### config.mk
export PLATFORM = sky130hd
export DESIGN_NAME = sadc_dev_flat
export DESIGN_NICKNAME = d
export VERILOG_FILES = /design/src/rtl/sadc_pkg.sv /design/src/rtl/sadc_if.sv /design/src/rtl/sadc_sync.sv /design/src/rtl/sadc_dev.sv /design/src/flat_wrapper.sv
export SDC_FILE = /design/constraint.sdc
export NUM_CORES = 1
export LEC_CHECK = 0
export ABC_AREA = 1
export BUFFER_PORTS_ARGS = -buffer_cell sky130_fd_sc_hd__buf_2
export CORE_MARGIN = 2
export CORE_UTILIZATION = 44
export CTS_CLUSTER_SIZE = 24
export DETAILED_ROUTE_END_ITERATION = 8
export SLEW_MARGIN = 20
export SYNTH_ARGS = -nofsm -noshare
export SYNTH_HDL_FRONTEND = slang
export SYNTH_SLANG_ARGS = --single-unit
export TNS_END_PERCENT = 30
### constraint.sdc
create_clock -name clk_sys -period 2.8 [get_ports clk_sys]
set_input_delay 0.56 -clock clk_sys [delete_from_list [all_inputs] [get_ports clk_sys]]
set_output_delay 0.56 -clock clk_sys [all_outputs]
set_load 0.05 [all_outputs]
### src/rtl/sadc_pkg.sv
// Shared constants and state types for the serial converter link
package sadc_pkg;
    localparam int ADDR_BITS = 4;
    localparam int RES_BITS = 10;
    // Conversion length in conversion clock periods
    localparam logic [5:0] CONV_CYCLES = 6'h2c;
    // Transfer clock falls that open and close the sample window
    localparam logic [3:0] SAMPLE_FALL = 4'h4;
    localparam logic [3:0] HOLD_FALL = 4'ha;
    // Conversion clock rises seen before the arming fall
    localparam logic [1:0] ARM_RISES = 2'h2;
    localparam logic [3:0] SELF_TEST_CH = 4'hb;
    localparam logic [9:0] SELF_TEST_CODE = 10'h200;
    localparam logic [9:0] CODE_FULL = 10'h3ff;
    localparam logic [9:0] CODE_ZERO = 10'h000;
    localparam logic [9:0] SAR_TOP = 10'h200;
    localparam int CLK_PERIOD_NS = 50;
    localparam int XFER_HALF_NS = 500;
    localparam int XFER_HALF_CYC = (XFER_HALF_NS + CLK_PERIOD_NS - 1) / CLK_PERIOD_NS;
    localparam logic [5:0] CS_SETUP_CONV = 6'h03;
    localparam logic [5:0] HOST_SETUP_EDGES = CS_SETUP_CONV + 6'h01;
    localparam logic [5:0] HOST_HOLD_EDGES = CONV_CYCLES + 6'h02;

    typedef enum logic [2:0] {
        DEV_OFF = 3'b001,
        DEV_ARM = 3'b010,
        DEV_XFER = 3'b100
    } sadc_dev_state_e;

    typedef enum logic [4:0] {
        HST_IDLE = 5'b00001,
        HST_SETUP = 5'b00010,
        HST_LOW = 5'b00100,
        HST_HIGH = 5'b01000,
        HST_WAIT = 5'b10000
    } sadc_hst_state_e;
endpackage : sadc_pkg

### src/rtl/sadc_if.sv
// Serial link between the converter end and the controlling host
interface sadc_if;
    logic cs_n;
    logic addr_bit;
    logic xfer_clk;
    logic conv_clk;
    logic dout;
    logic dout_oe;
    modport dev (input cs_n, input addr_bit, input xfer_clk, input conv_clk,
        output dout, output dout_oe);
    modport host (output cs_n, output addr_bit, output xfer_clk, input conv_clk,
        input dout);
endinterface : sadc_if

### src/rtl/sadc_sync.sv
// Two-stage synchroniser for a group of asynchronous inputs
module sadc_sync #(
    parameter int W = 1
) (
    // Clock and reset
    input wire logic clk_sys,
    input wire logic nrst,
    input wire logic ce,
    // Data
    input wire logic [W-1:0] d,
    output logic [W-1:0] q
);
    typedef struct packed {
        logic [W-1:0] meta;
        logic [W-1:0] stable;
    } sadc_sync_s;

    sadc_sync_s s_reg;
    sadc_sync_s s_next;

    always_comb begin
        s_next = s_reg;
        for (int i = 0; i < W; i++) begin
            s_next.meta[i] = d[i];
            s_next.stable[i] = s_reg.meta[i];
        end
    end

    always_ff @(posedge clk_sys or negedge nrst) begin
        if (!nrst) begin
            s_reg <= '0;
        end else if (ce) begin
            s_reg <= s_next;
        end
    end

    assign q = s_reg.stable;
endmodule : sadc_sync

### src/rtl/sadc_dev.sv
// Converter end: select filtering, serial shifter, sampling and conversion
module sadc_dev (
    // Clock and reset
    input wire logic clk_sys,
    input wire logic nrst,
    input wire logic ce,
    // Serial link
    sadc_if.dev link,
    // Analog side: level of the selected channel, bit 11 means below zero
    input wire logic [11:0] ain_level,
    output logic [3:0] chan_sel,
    output logic sampling,
    // Conversion status
    output logic conv_busy,
    output logic [9:0] result
);
    import sadc_pkg::*;

    typedef struct packed {
        sadc_dev_state_e st;
        logic [1:0] rise_cnt;
        logic [3:0] rcnt;
        logic [3:0] fcnt;
        logic [3:0] addr_sr;
        logic [3:0] chan;
        logic [9:0] data_sr;
        logic dout;
        logic sampling;
        logic [9:0] held;
        logic busy;
        logic [5:0] ccnt;
        logic [9:0] sar;
        logic [9:0] result;
        logic cs_q;
        logic xclk_q;
        logic cclk_q;
    } sadc_dev_s;

    sadc_dev_s s_reg;
    sadc_dev_s s_next;
    logic [3:0] pins_s;
    logic cs_s;
    logic xclk_s;
    logic cclk_s;
    logic addr_s;

    // Every link pin arrives asynchronously, both clocks included
    sadc_sync #(.W(4)) u_sync (
        .clk_sys(clk_sys),
        .nrst(nrst),
        .ce(ce),
        .d({link.cs_n, link.xfer_clk, link.conv_clk, link.addr_bit}),
        .q(pins_s)
    );

    assign cs_s = pins_s[3];
    assign xclk_s = pins_s[2];
    assign cclk_s = pins_s[1];
    assign addr_s = pins_s[0];

    always_comb begin
        logic c_rise;
        logic c_fall;
        logic x_rise;
        logic x_fall;
        logic cs_fall;
        logic conv_done;
        logic [9:0] trial;
        logic [9:0] level;
        c_rise = cclk_s & ~s_reg.cclk_q;
        c_fall = ~cclk_s & s_reg.cclk_q;
        x_rise = xclk_s & ~s_reg.xclk_q;
        x_fall = ~xclk_s & s_reg.xclk_q;
        cs_fall = ~cs_s & s_reg.cs_q;
        conv_done = 1'b0;
        trial = CODE_ZERO;
        level = CODE_ZERO;
        s_next = s_reg;
        s_next.cs_q = cs_s;
        s_next.xclk_q = xclk_s;
        s_next.cclk_q = cclk_s;

        // Level seen by the sampler
        if (s_reg.chan == SELF_TEST_CH) begin
            level = SELF_TEST_CODE;
        end else if (ain_level[11]) begin
            level = CODE_ZERO;
        end else if (ain_level[10]) begin
            level = CODE_FULL;
        end else begin
            level = ain_level[9:0];
        end

        // Successive approximation, one bit per conversion clock rise;
        // the remaining periods only pad out the fixed conversion length
        if (s_reg.busy && c_rise) begin
            if (s_reg.ccnt < 6'(RES_BITS)) begin
                trial = s_reg.sar | (SAR_TOP >> s_reg.ccnt);
                if (s_reg.held >= trial) begin
                    s_next.sar = trial;
                end
            end
            s_next.ccnt = s_reg.ccnt + 6'h01;
            if (s_reg.ccnt == CONV_CYCLES - 6'h01) begin
                s_next.busy = 1'b0;
                s_next.result = s_reg.sar;
                conv_done = 1'b1;
            end
        end

        case (s_reg.st)
            DEV_OFF: begin
                if (cs_fall) begin
                    s_next.st = DEV_ARM;
                    s_next.rise_cnt = 2'h0;
                end
            end
            DEV_ARM: begin
                if (cs_s) begin
                    s_next.st = DEV_OFF;
                end else begin
                    if (c_rise && s_reg.rise_cnt != ARM_RISES) begin
                        s_next.rise_cnt = s_reg.rise_cnt + 2'h1;
                    end
                    if (c_fall && s_reg.rise_cnt == ARM_RISES) begin
                        s_next.st = DEV_XFER;
                        s_next.rcnt = 4'h0;
                        s_next.fcnt = 4'h0;
                        s_next.sampling = 1'b0;
                        // Result finished in this very cycle still counts
                        s_next.data_sr = s_next.result;
                        s_next.dout = s_next.result[9];
                        // A conversion still running is lost
                        s_next.busy = 1'b0;
                        s_next.ccnt = 6'h00;
                    end
                end
            end
            DEV_XFER: begin
                if (cs_s) begin
                    // Sampling stops but a started conversion carries on
                    s_next.st = DEV_OFF;
                    s_next.sampling = 1'b0;
                end else begin
                    if (x_rise && s_reg.rcnt != SAMPLE_FALL) begin
                        s_next.addr_sr = {s_reg.addr_sr[2:0], addr_s};
                        s_next.rcnt = s_reg.rcnt + 4'h1;
                    end
                    if (x_fall) begin
                        s_next.fcnt = s_reg.fcnt + 4'h1;
                        s_next.data_sr = {s_reg.data_sr[8:0], 1'b0};
                        s_next.dout = s_reg.data_sr[8];
                        if (s_reg.fcnt == SAMPLE_FALL - 4'h1) begin
                            s_next.chan = s_reg.addr_sr;
                            s_next.sampling = 1'b1;
                        end
                        if (s_reg.fcnt == HOLD_FALL - 4'h1) begin
                            s_next.sampling = 1'b0;
                            s_next.held = level;
                            s_next.busy = 1'b1;
                            s_next.ccnt = 6'h00;
                            s_next.sar = CODE_ZERO;
                            s_next.fcnt = 4'h0;
                            s_next.rcnt = 4'h0;
                            // Last completed result is offered next
                            s_next.data_sr = s_next.result;
                            s_next.dout = s_next.result[9];
                        end
                    end else if (conv_done && s_reg.fcnt == 4'h0 && s_reg.rcnt == 4'h0) begin
                        // Select held low: present the fresh result
                        s_next.data_sr = s_next.result;
                        s_next.dout = s_next.result[9];
                    end
                end
            end
            default: begin
                s_next.st = DEV_OFF;
            end
        endcase
    end

    always_ff @(posedge clk_sys or negedge nrst) begin
        if (!nrst) begin
            s_reg <= '0;
            s_reg.st <= DEV_OFF;
            s_reg.cs_q <= 1'b1;
        end else if (ce) begin
            s_reg <= s_next;
        end
    end

    assign link.dout = s_reg.dout;
    assign link.dout_oe = (s_reg.st == DEV_XFER);
    assign chan_sel = s_reg.chan;
    assign sampling = s_reg.sampling;
    assign conv_busy = s_reg.busy;
    assign result = s_reg.result;
endmodule : sadc_dev

### src/flat_wrapper.sv
// flat-port wrapper written by rule: the top's interface ports become plain ports
module sadc_dev_flat import sadc_pkg::*;
  (clk_sys, nrst, ce, ain_level, chan_sel, sampling, conv_busy, result, link_cs_n, link_addr_bit, link_xfer_clk, link_conv_clk, link_dout, link_dout_oe);
  sadc_if link_i ();
  input wire logic clk_sys;
  input wire logic nrst;
  input wire logic ce;
  input wire logic [11:0] ain_level;
  output logic [3:0] chan_sel;
  output logic sampling;
  output logic conv_busy;
  output logic [9:0] result;
  input wire logic [$bits(link_i.cs_n)-1:0] link_cs_n;
  input wire logic [$bits(link_i.addr_bit)-1:0] link_addr_bit;
  input wire logic [$bits(link_i.xfer_clk)-1:0] link_xfer_clk;
  input wire logic [$bits(link_i.conv_clk)-1:0] link_conv_clk;
  output wire logic [$bits(link_i.dout)-1:0] link_dout;
  output wire logic [$bits(link_i.dout_oe)-1:0] link_dout_oe;
  assign link_i.cs_n = link_cs_n;
  assign link_i.addr_bit = link_addr_bit;
  assign link_i.xfer_clk = link_xfer_clk;
  assign link_i.conv_clk = link_conv_clk;
  assign link_dout = link_i.dout;
  assign link_dout_oe = link_i.dout_oe;
  sadc_dev u_core (.clk_sys(clk_sys), .nrst(nrst), .ce(ce), .link(link_i), .ain_level(ain_level), .chan_sel(chan_sel), .sampling(sampling), .conv_busy(conv_busy), .result(result));
endmodule
Word-level counts from Yosys, hierarchy flattened
Cells that the tools add are included.
{"block": "totals", "ff_bits": 80, "in_bits": 19, "output_inout_bits": 18, "word_cells": 118}
{"block": "classes", "n_addsub": 4, "magnitude_cmp": 2, "n_eq_ne": 21, "shift": 1, "mux": 41, "n_bitwise": 11, "reduce_logical": 19}
{"op": "$mux W10", "count": 8}
{"op": "$mux W27", "count": 2}
{"op": "$mux W11", "count": 4}
{"op": "$mux W39", "count": 1}
{"op": "$mux W28", "count": 1}
{"op": "$mux W8", "count": 3}
{"op": "$pmux W11 S2", "count": 1}
{"op": "$reduce_and A5 Y1", "count": 4}
{"op": "$reduce_and A6 Y1", "count": 3}
{"op": "$mux W17", "count": 1}
{"op": "$mux W4", "count": 4}
{"op": "$pmux W8 S2", "count": 1}
{"op": "$mux W7", "count": 2}
{"op": "$pmux W7 S2", "count": 1}
{"op": "$ge A10 B10 Y1", "count": 1}
{"op": "$ne A2 B1 Y1 const B", "count": 5}
{"op": "$or A10 B10 Y10", "count": 1}
{"op": "$shr A10 B6 Y10 const A", "count": 1}
{"op": "$mux W3", "count": 3}
{"op": "$pmux W3 S3", "count": 1}
{"op": "$add A4 B1 Y4 const B", "count": 2}
{"op": "$eq A4 B4 Y1 const B", "count": 2}
{"op": "$logic_not A4 Y1", "count": 2}
{"op": "$reduce_and A4 Y1", "count": 2}
{"op": "22 further kinds", "count": 43}

Longest topological paths before layout
Gate-level depths: netlist (run 1).
{"block": "logic_depth", "word_depth": 10, "ltp_mapped": 14, "mapped_depth_nobuf": 14}

Cells and area by module
A second synthesis (run 1) with hierarchy kept.
{"block": "unflattened", "hier_cells": 560, "area_unflattened_um2": 4370.4}
{"module": "sadc_dev", "instances": 1, "cells_per_inst": 526, "area_each_um2": 4065.1, "seq_area_each_um2": 1804.2}
{"module": "sadc_sync", "instances": 1, "cells_per_inst": 34, "area_each_um2": 305.3, "seq_area_each_um2": 200.2}

Least setup slack after synthesis (run 1)
OpenSTA, ideal clock, no wires.
{"block": "synth_path", "path_type": "register -> register", "start": "register u_core.s_reg[28] in the netlist's numbering", "end": "register u_core.s_reg[13] in the netlist's numbering", "setup_ns": 0.127, "arrival_ns": 1.907, "required_ns": 2.673, "setup_slack_ns": 0.766, "stages_incl_launch_ff": 15, "path_buffers": 0, "synth_period_minus_slack_ns": 2.034, "cell_sequence": "dfrtp_1 -> inv_1 -> nand3_1 -> or2_2 -> inv_1 -> nor2_1 -> ha_1 -> nand2_1 -> inv_1 -> nand2_1 -> nand2_1 -> nand2_1 -> nand3_1 -> nand4_1 -> o21ai_0"}
{"block": "synth_via", "elab_chain_len": 10, "word_cells_on_any_way": 11, "cone_classes": "order compare (2); shift (1); mux (7); bitwise (1)"}
{"item": "start: declaration", "line_no": "sadc_dev.sv:39", "rtl": "sadc_dev_s s_reg;"}
{"item": "start signal: assignment", "line_no": "sadc_dev.sv:188", "rtl": "s_reg <= s_next;"}
{"item": "$shr A10 B6 Y10", "line_no": "sadc_dev.sv:98", "rtl": "trial = s_reg.sar | (SAR_TOP >> s_reg.ccnt);"}
{"item": "$or A10 B10 Y10", "line_no": "sadc_dev.sv:98"}
{"item": "$ge A10 B10 Y1", "line_no": "sadc_dev.sv:99", "rtl": "if (s_reg.held >= trial) begin"}
{"item": "$mux W10", "line_no": "sadc_dev.sv:99"}
{"item": "$mux W10 (*)", "line_no": "sadc_dev.sv:97", "rtl": "if (s_reg.ccnt < 6'(RES_BITS)) begin"}
{"item": "$mux W27 (*)", "line_no": "sadc_dev.sv:96", "rtl": "if (s_reg.busy && c_rise) begin"}
{"item": "$mux W39", "line_no": "sadc_dev.sv:157", "rtl": "if (s_reg.fcnt == HOLD_FALL - 4'h1) begin"}
{"item": "$mux W28", "line_no": "sadc_dev.sv:149", "rtl": "if (x_fall) begin"}
{"item": "$mux W17", "line_no": "sadc_dev.sv:140", "rtl": "if (cs_s) begin"}
{"item": "$mux W10 (*)", "line_no": "sadc_dev.sv:111", "rtl": "case (s_reg.st)"}
Mark *: on every way between the ends. The rest lies on a longest branch, timed or not. The select of a mux whose other input is x is not followed.
A chain may end at the register's enable or synchronous reset.

Final worst setup path (run 1)
{"block": "layout_path", "start": "register u_core.s_reg[27] in the netlist's numbering", "end": "register u_core.s_reg[20] in the netlist's numbering"}
Same word-level chain as after synthesis.

==> results.ini, run 1 <==
[sta]
hold_viol = 0
fmax_ghz = 0.4226
slew_violations = 0
finalCriticalPeriod_ns = 2.366
rsz0062_at_grt = no
period_share_pct = 84.51
skew_ns = 0.007001
tightest_slew_ns = 0.6976
tns_ns = 0
max_slew_margin_pct = 53.24
finalSetupViolCount = 0

[detailed_routing]
dr.pass1.iters = 5
wl_per_cell_um = 13.21
vias = 3716
avgViaCountPerCell = 4.995
drc_errors = 0
drtIter0Drc = 167
ant_nets = 0
wl_mm = 9.825

[synthesis]
ys_seq_area_share_pct = 44.29
synth_top_cell_area_share_pct = 43.13
ys_types = 38
ys_async_sr_fraction_pct = 100.0
yosys.area.top_type = dfrtp_1
synthCells = 581
synth-edff-count = 0
synth_fp_nets = 617
netlist_top_cells_area = dfrtp_1 43%, nand2_1 12%, nand3_1 6.7%, inv_1 5.5%, o21ai_0 5.2%
yosys_warnings = 0
synth_area_per_cell_um2 = 7.789
synthFlopType = dfrtp_1
ys_seq_elements = 80
yosysMostFrequentCell = nand2_1
syn_area_um2 = 4526
synth.top_cells.by_count = 143 x nand2_1, 78 x dfrtp_1, 66 x inv_1

[critical_path]
cp-start-kind = register
crit_family = simple AND/OR/NAND/NOR gates
critical_path.max_fanout = 10
worst-r2r-setup-slack_ns = 0.43
critPathSlowestCell = dfrtp_1
critPathBufInv = 3
worstPathArrival_ns = 2.61
path_cells = inv_1, nand3_1, or2_2, inv_1, nor2_1, ha_1, nand2_1, inv_1, nand2_1, nand2_1, nand2_1, nand3_1, nand4_1, o21ai_0
worstSetupEndpointType = register
crit_type = register to register
critPathMaxStageDelay_ns = 0.40
crit_top_cell = nand2_1
required_ns = 3.04

[clock_tree]
cts_setup_buffers = 0
cts_root_buffer = clkbuf_8
cts_max_level = 3
ctsLongestPathBuffers = 2
cts_buffers = 9
cts.sinks = 80
worstSkewPairLatency_ns = 0.36
post_cts_resized = 0
path_clk_slew_ns = 0.08
cts_tree = done
cts_hold_buf = 0

[cells_and_area]
drive_above_1_share_pct = 14.97
final_area_um2 = 4916
layout.nets = 639
area_growth_pct = 8.626
multiInputGateArea_um2 = 2044
regArea_um2 = 2004
fillerInstances = 1029
largest_register_ffs = 55
n_antenna_cell = 0

[place]
place.gp.congestion = 0.8747
placed_area_um2 = 4718
dp_hpwl_mm = 7.189
portBuffers = 36

[global_routing]
overflow = 0
grt_pass1_vias = 3667
antenna_found_initial = 0
grtUsageTotal_pct = 19.30
grt_start_max_net_pins = 45
grt_pass1_wl_mm = 17.33

[floorplan]
die_w_um = 105.4
ios = 37
floorplan.initialDensity_pct = 44.64
die_area_um2 = 11110
std_cell_rows = 37
dieHeight_um = 105.4
core_area_um2 = 10140

[run]
maxCapViolCount = 0

[power]
p_leak_nw = 2.560
share_clk_of_total_power_pct = 25.3
p_sw_w = 0.001326
power.internal_w = 0.002142
comb_power_share_pct = 29.3
power.density_nw_per_um2 = 705.3
switching_share_pct = 38.23
ir_worst_vdd_mv = 0.3233
power_frac_seq_pct = 45.4

[outcome]
status = complete, no violations

[hold_path]
hp-class = primary input to async pin

kinds of logic after synthesis:
logic type,after synthesis,synth area share (%)
simple gates,301,29.78
compound gates,76,9.898
mux,1,0.2212
buf+inv,103,10.53
fa+ha+maj,17,4.700
flops,80,44.29
xor+xnor,3,0.5807
worst paths after layout:
| kind | startpoint | end | cells past startpoint |
|---|---|---|---|
| max | u_core.s_reg[27] | u_core.s_reg[20] | 14 |
| min | nrst | u_core.chan_sel[2] | 1 |
| max reg2reg | u_core.s_reg[27] | u_core.s_reg[20] | 14 |
| min reg2reg | u_core.u_sync.s_next[3] | u_core.u_sync.s_next[3] | 2 |
| max in group asynchronous | nrst | u_core.s_reg[70] | 2 |
| min in group clk_sys | link_xfer_clk | u_core.u_sync.s_next[2] | 3 |
area by class of cell:
| type | count | area share [%] |
|---|---|---|
| timing repair buffer | 39 | 4.429 |
| clock buffer | 11 | 2.876 |
| multi-input combinational | 398 | 41.59 |
| inverter | 75 | 5.727 |
| sequential | 80 | 40.77 |
| tap | 136 | 3.461 |
| clock inverter | 5 | 1.145 |
stage by stage:
stage / utilization [%] / total power (W) / hold WS [ns] / setup slack [ns] / cells
2_1_floorplan: - / 0.002387 / 0.2644 / 0.7657 / 581
3_3_place_gp: 46.54 / 0.002584 / 0.4574 / 0.5366 / 728
3_5_place_dp: 46.54 / 0.002618 / 0.4599 / 0.4850 / 728
4_1_cts: 48.49 / 0.003495 / 0.2220 / 0.4502 / 744
5_1_grt: 48.49 / 0.003730 / 0.2406 / 0.1657 / 744
6_report: 48.49 / 0.003467 / 0.1949 / 0.4337 / 744
power groups by stage:
stage                     registers, W  logic [W]  clock network, W
after CTS                      0.00157    0.00103          0.000893
after global placement         0.00159   0.000998                 0
after floorplan                0.00157   0.000813                 0
after detailed placement       0.00159    0.00102                 0
after global routing           0.00161    0.00117          0.000946
final                          0.00157    0.00102          0.000876
layout by cell type, fill, tap and decap left out, drive strengths merged:
master    instances
mux2i             1
nand3b            1
clkinvlp          1
dfstp             2
clkbuf           11
o211ai            8
nor2             67
buf              39
a21oi            15
nor3b             1
bufinv            1
o2111ai           1
or2               3
nand4            14
nor3              5
ha               17
clkinv            4
nand2           146
a21o              1
a31oi             1
inv              74
xor2              3
dfrtp            78
nand3            64
o21ai            49
o31ai             1
per-layer routing:
layer / GRT usage (%) / routed length, um / vias up / part of all wire (%)
met5: 0 / 0 / - / 0
met4: 5.619 / 134 / 0 / 1.4
met3: 3.896 / 352 / 12 / 3.6
met2: 30.74 / 4563 / 62 / 46
met1: 26.66 / 4774 / 1732 / 49
li1: - / - / 1910 / -
Power figures use the tool's default switching activity.
==> inputs of run 2 (changes only) <==
- ABC_AREA: 1 -> 0
- clock period: 2.8 -> 2 ns (I/O delays scaled with it)
==> results.ini, run 2 <==
[clock_tree]
worstSkewPairLatency_ns = 0.36
cts.sinks = 80
path_clk_slew_ns = 0.09
cts_buffers = 9
cts_max_level = 3
cts_tree = done
cts_setup_buffers = 0
cts_root_buffer = clkbuf_8
ctsLongestPathBuffers = 2

[power]
p_total_w = 0.003619
p_leak_nw = 2.398
ir_worst_vdd_mv = 0.4349
power.density_nw_per_um2 = 690.0

[sta]
max_slew_margin_pct = 65.12
period_share_pct = 110.1
finalCriticalPeriod_ns = 2.203
fin_ws_ns = -0.2027
skew_ns = 0.008103
slew_violations = 0
fmax_ghz = 0.4540
hold_viol = 0
rsz0062_at_grt = yes
finalSetupViolCount = 10
tightest_slew_ns = 0.5232

[synthesis]
yosys.area.top_type = dfrtp_1
ys_async_sr_fraction_pct = 100.0
synth_fp_nets = 448
yosysMostFrequentCell = dfrtp_1
synth.top_cells.by_count = 78 x dfrtp_1, 43 x o21ai_0, 40 x mux2_2
ys_types = 56
ys_seq_elements = 80
syn_area_um2 = 4338
yosys_warnings = 0
netlist_top_cells_area = dfrtp_1 45%, mux2_2 10%, o21ai_0 5.0%, ha_1 4.9%, mux2i_1 2.8%
synthFlopType = dfrtp_1
synth_top_cell_area_share_pct = 45.00
synthCells = 412
ys_seq_area_share_pct = 46.21
synth_area_per_cell_um2 = 10.53
synth-edff-count = 0

[detailed_routing]
vias = 3266
wl_mm = 9.091
ant_nets = 0
drc_errors = 0
avgViaCountPerCell = 5.345
wl_per_cell_um = 14.88
dr.pass1.iters = 5
drtIter0Drc = 126

[global_routing]
grt_pass1_vias = 3073
grt_pass1_wl_mm = 15.10
antenna_found_initial = 0
grt_start_max_net_pins = 40
grtUsageTotal_pct = 18.38
overflow = 0

[floorplan]
floorplan.initialDensity_pct = 44.79
ios = 37
dieHeight_um = 103.3
std_cell_rows = 36
die_w_um = 103.3
die_area_um2 = 10670
core_area_um2 = 9684

[place]
dp_hpwl_mm = 6.817
place.gp.congestion = 0.8756
portBuffers = 36
numPlacedInstances = 595

[cells_and_area]
fillerInstances = 888
layout.nets = 509
largest_register_ffs = 55
layout_common_cells = 73 x dfrtp_1, 44 x buf_4, 40 x mux2_2
n_antenna_cell = 0
area_growth_pct = 20.91
drive_above_1_share_pct = 35.56
stdcell_count = 611
layout_commonest_cell = dfrtp_1

[critical_path]
cp-start-kind = register
worst-r2r-setup-slack_ns = -0.20
r2r_cells = 10
reg2reg_to = u_core.s_reg[22]
required_ns = 2.24
worstSetupEndpointType = register
r2r-start = u_core.s_reg[25]
critical_path.max_fanout = 10
crit_type = register to register
worstPathArrival_ns = 2.44

[outcome]
violations = negative setup slack
status = finished with violations

[hold_path]
hp-class = primary input to async pin

[run]
maxCapViolCount = 0

==> run 2: cell count changes after synthesis, sizes merged, moves of 5 or more <==
cell,delta
nand2,-114
inv,-62
nand3,-51
nor2,-43
mux2,+41
mux2i,+11
o2bb2ai,+10
nand2b,+8
o211ai,-8
o21ai,-6
o31ai,+6
clkbuf,+5
nand4,-5
==> run 2: kinds of logic (layout without fill, tap and decap cells) <==
group / Yosys count / count (layout) / synth area share (%)
and+or+nand+nor: 123 / 123 / 15.55
AOI/OAI and AO/OA: 90 / 90 / 13.30
DFF: 80 / 80 / 46.21
muxes: 53 / 53 / 13.50
buffers and inverters: 45 / 111 / 5.740
adders and majority gates: 17 / 17 / 4.903
xor gates and xnor gates: 4 / 4 / 0.8078
==> run 2: layout make-up <==
cell class,instances,area (um2),area share (%)
clock inverters,6,115.1,2.195
clock buffers,10,137.6,2.624
well taps,133,166.4,3.173
repair buffers,83,591.8,11.28
inverters,12,45.04,0.8588
flip-flops and latches,80,2011,38.33
multi-input cells,287,2178,41.53
==> run 2: per-stage QoR <==
stage	hold WS, ns	area, um2	setup TNS (ns)	utilization (%)	setup WS, ns
after detailed placement	0.4209	4936	-4.094	50.97	-0.3543
after CTS	0.02049	5229	-2.062	53.99	-0.2151
final	0.007766	5245	-1.938	54.16	-0.2027
after global routing	0.05354	5245	-3.837	54.16	-0.3297
after global placement	0.4202	4936	-3.117	50.97	-0.2434
after floorplan	0.1044	4410	-1.584	-	-0.1651
==> run 2: worst max-delay path by stage <==
stage	from	endpoint	slack, ns	cells past startpoint
after detailed placement	u_core.s_reg[24]	u_core.s_reg[14]	-0.35	10
after global placement	u_core.s_reg[24]	u_core.s_reg[21]	-0.24	10
after CTS	u_core.s_reg[25]	u_core.s_reg[14]	-0.22	9
after floorplan	u_core.s_reg[26]	u_core.s_reg[13]	-0.17	9
final	u_core.s_reg[25]	u_core.s_reg[22]	-0.20	10
after global routing	u_core.s_reg[28]	u_core.s_reg[21]	-0.33	10
==> run 2: metal layers <==
| metal | vias to the layer above | GRT usage [%] | wire length, um |
|---|---|---|---|
| met4 | 0 | 7.389 | 163 |
| met3 | 13 | 2.554 | 304 |
| met1 | 1593 | 25.09 | 4233 |
| met2 | 60 | 29.67 | 4390 |
| met5 | - | 0 | 0 |
| li1 | 1600 | - | - |
==> run 2: power breakdown <==
group | total [W] | switching, W | internal [W]
sequential | 0.00174 | 0.0000488 | 0.00169
combinational | 0.000379 | 0.000200 | 0.000179
clock | 0.00150 | 0.000634 | 0.000870
==> run 2: worst max-delay path, stage by stage, from the launching register on <==
cell and delay (ns):
dfrtp_2 0.45, buf_4 0.17, nor2_4 0.11, buf_4 0.13, a31oi_2 0.10, ha_1 0.30
a211oi_2 0.26, nor3_2 0.09, nor4_4 0.22, buf_6 0.18, o21ai_1 0.07
==> run 2: what timing repair did <==
| action | 4_1_cts | 5_1_grt |
|---|---|---|
| setup endpoints to repair | 20 | 29 |
| endpoints found under the hold margin | 0 | 0 |
| hold buffers | 0 | 0 |
| pin swaps | 4 | 1 |
| resized for setup | 13 | 5 |
| cloned | 0 | 0 |
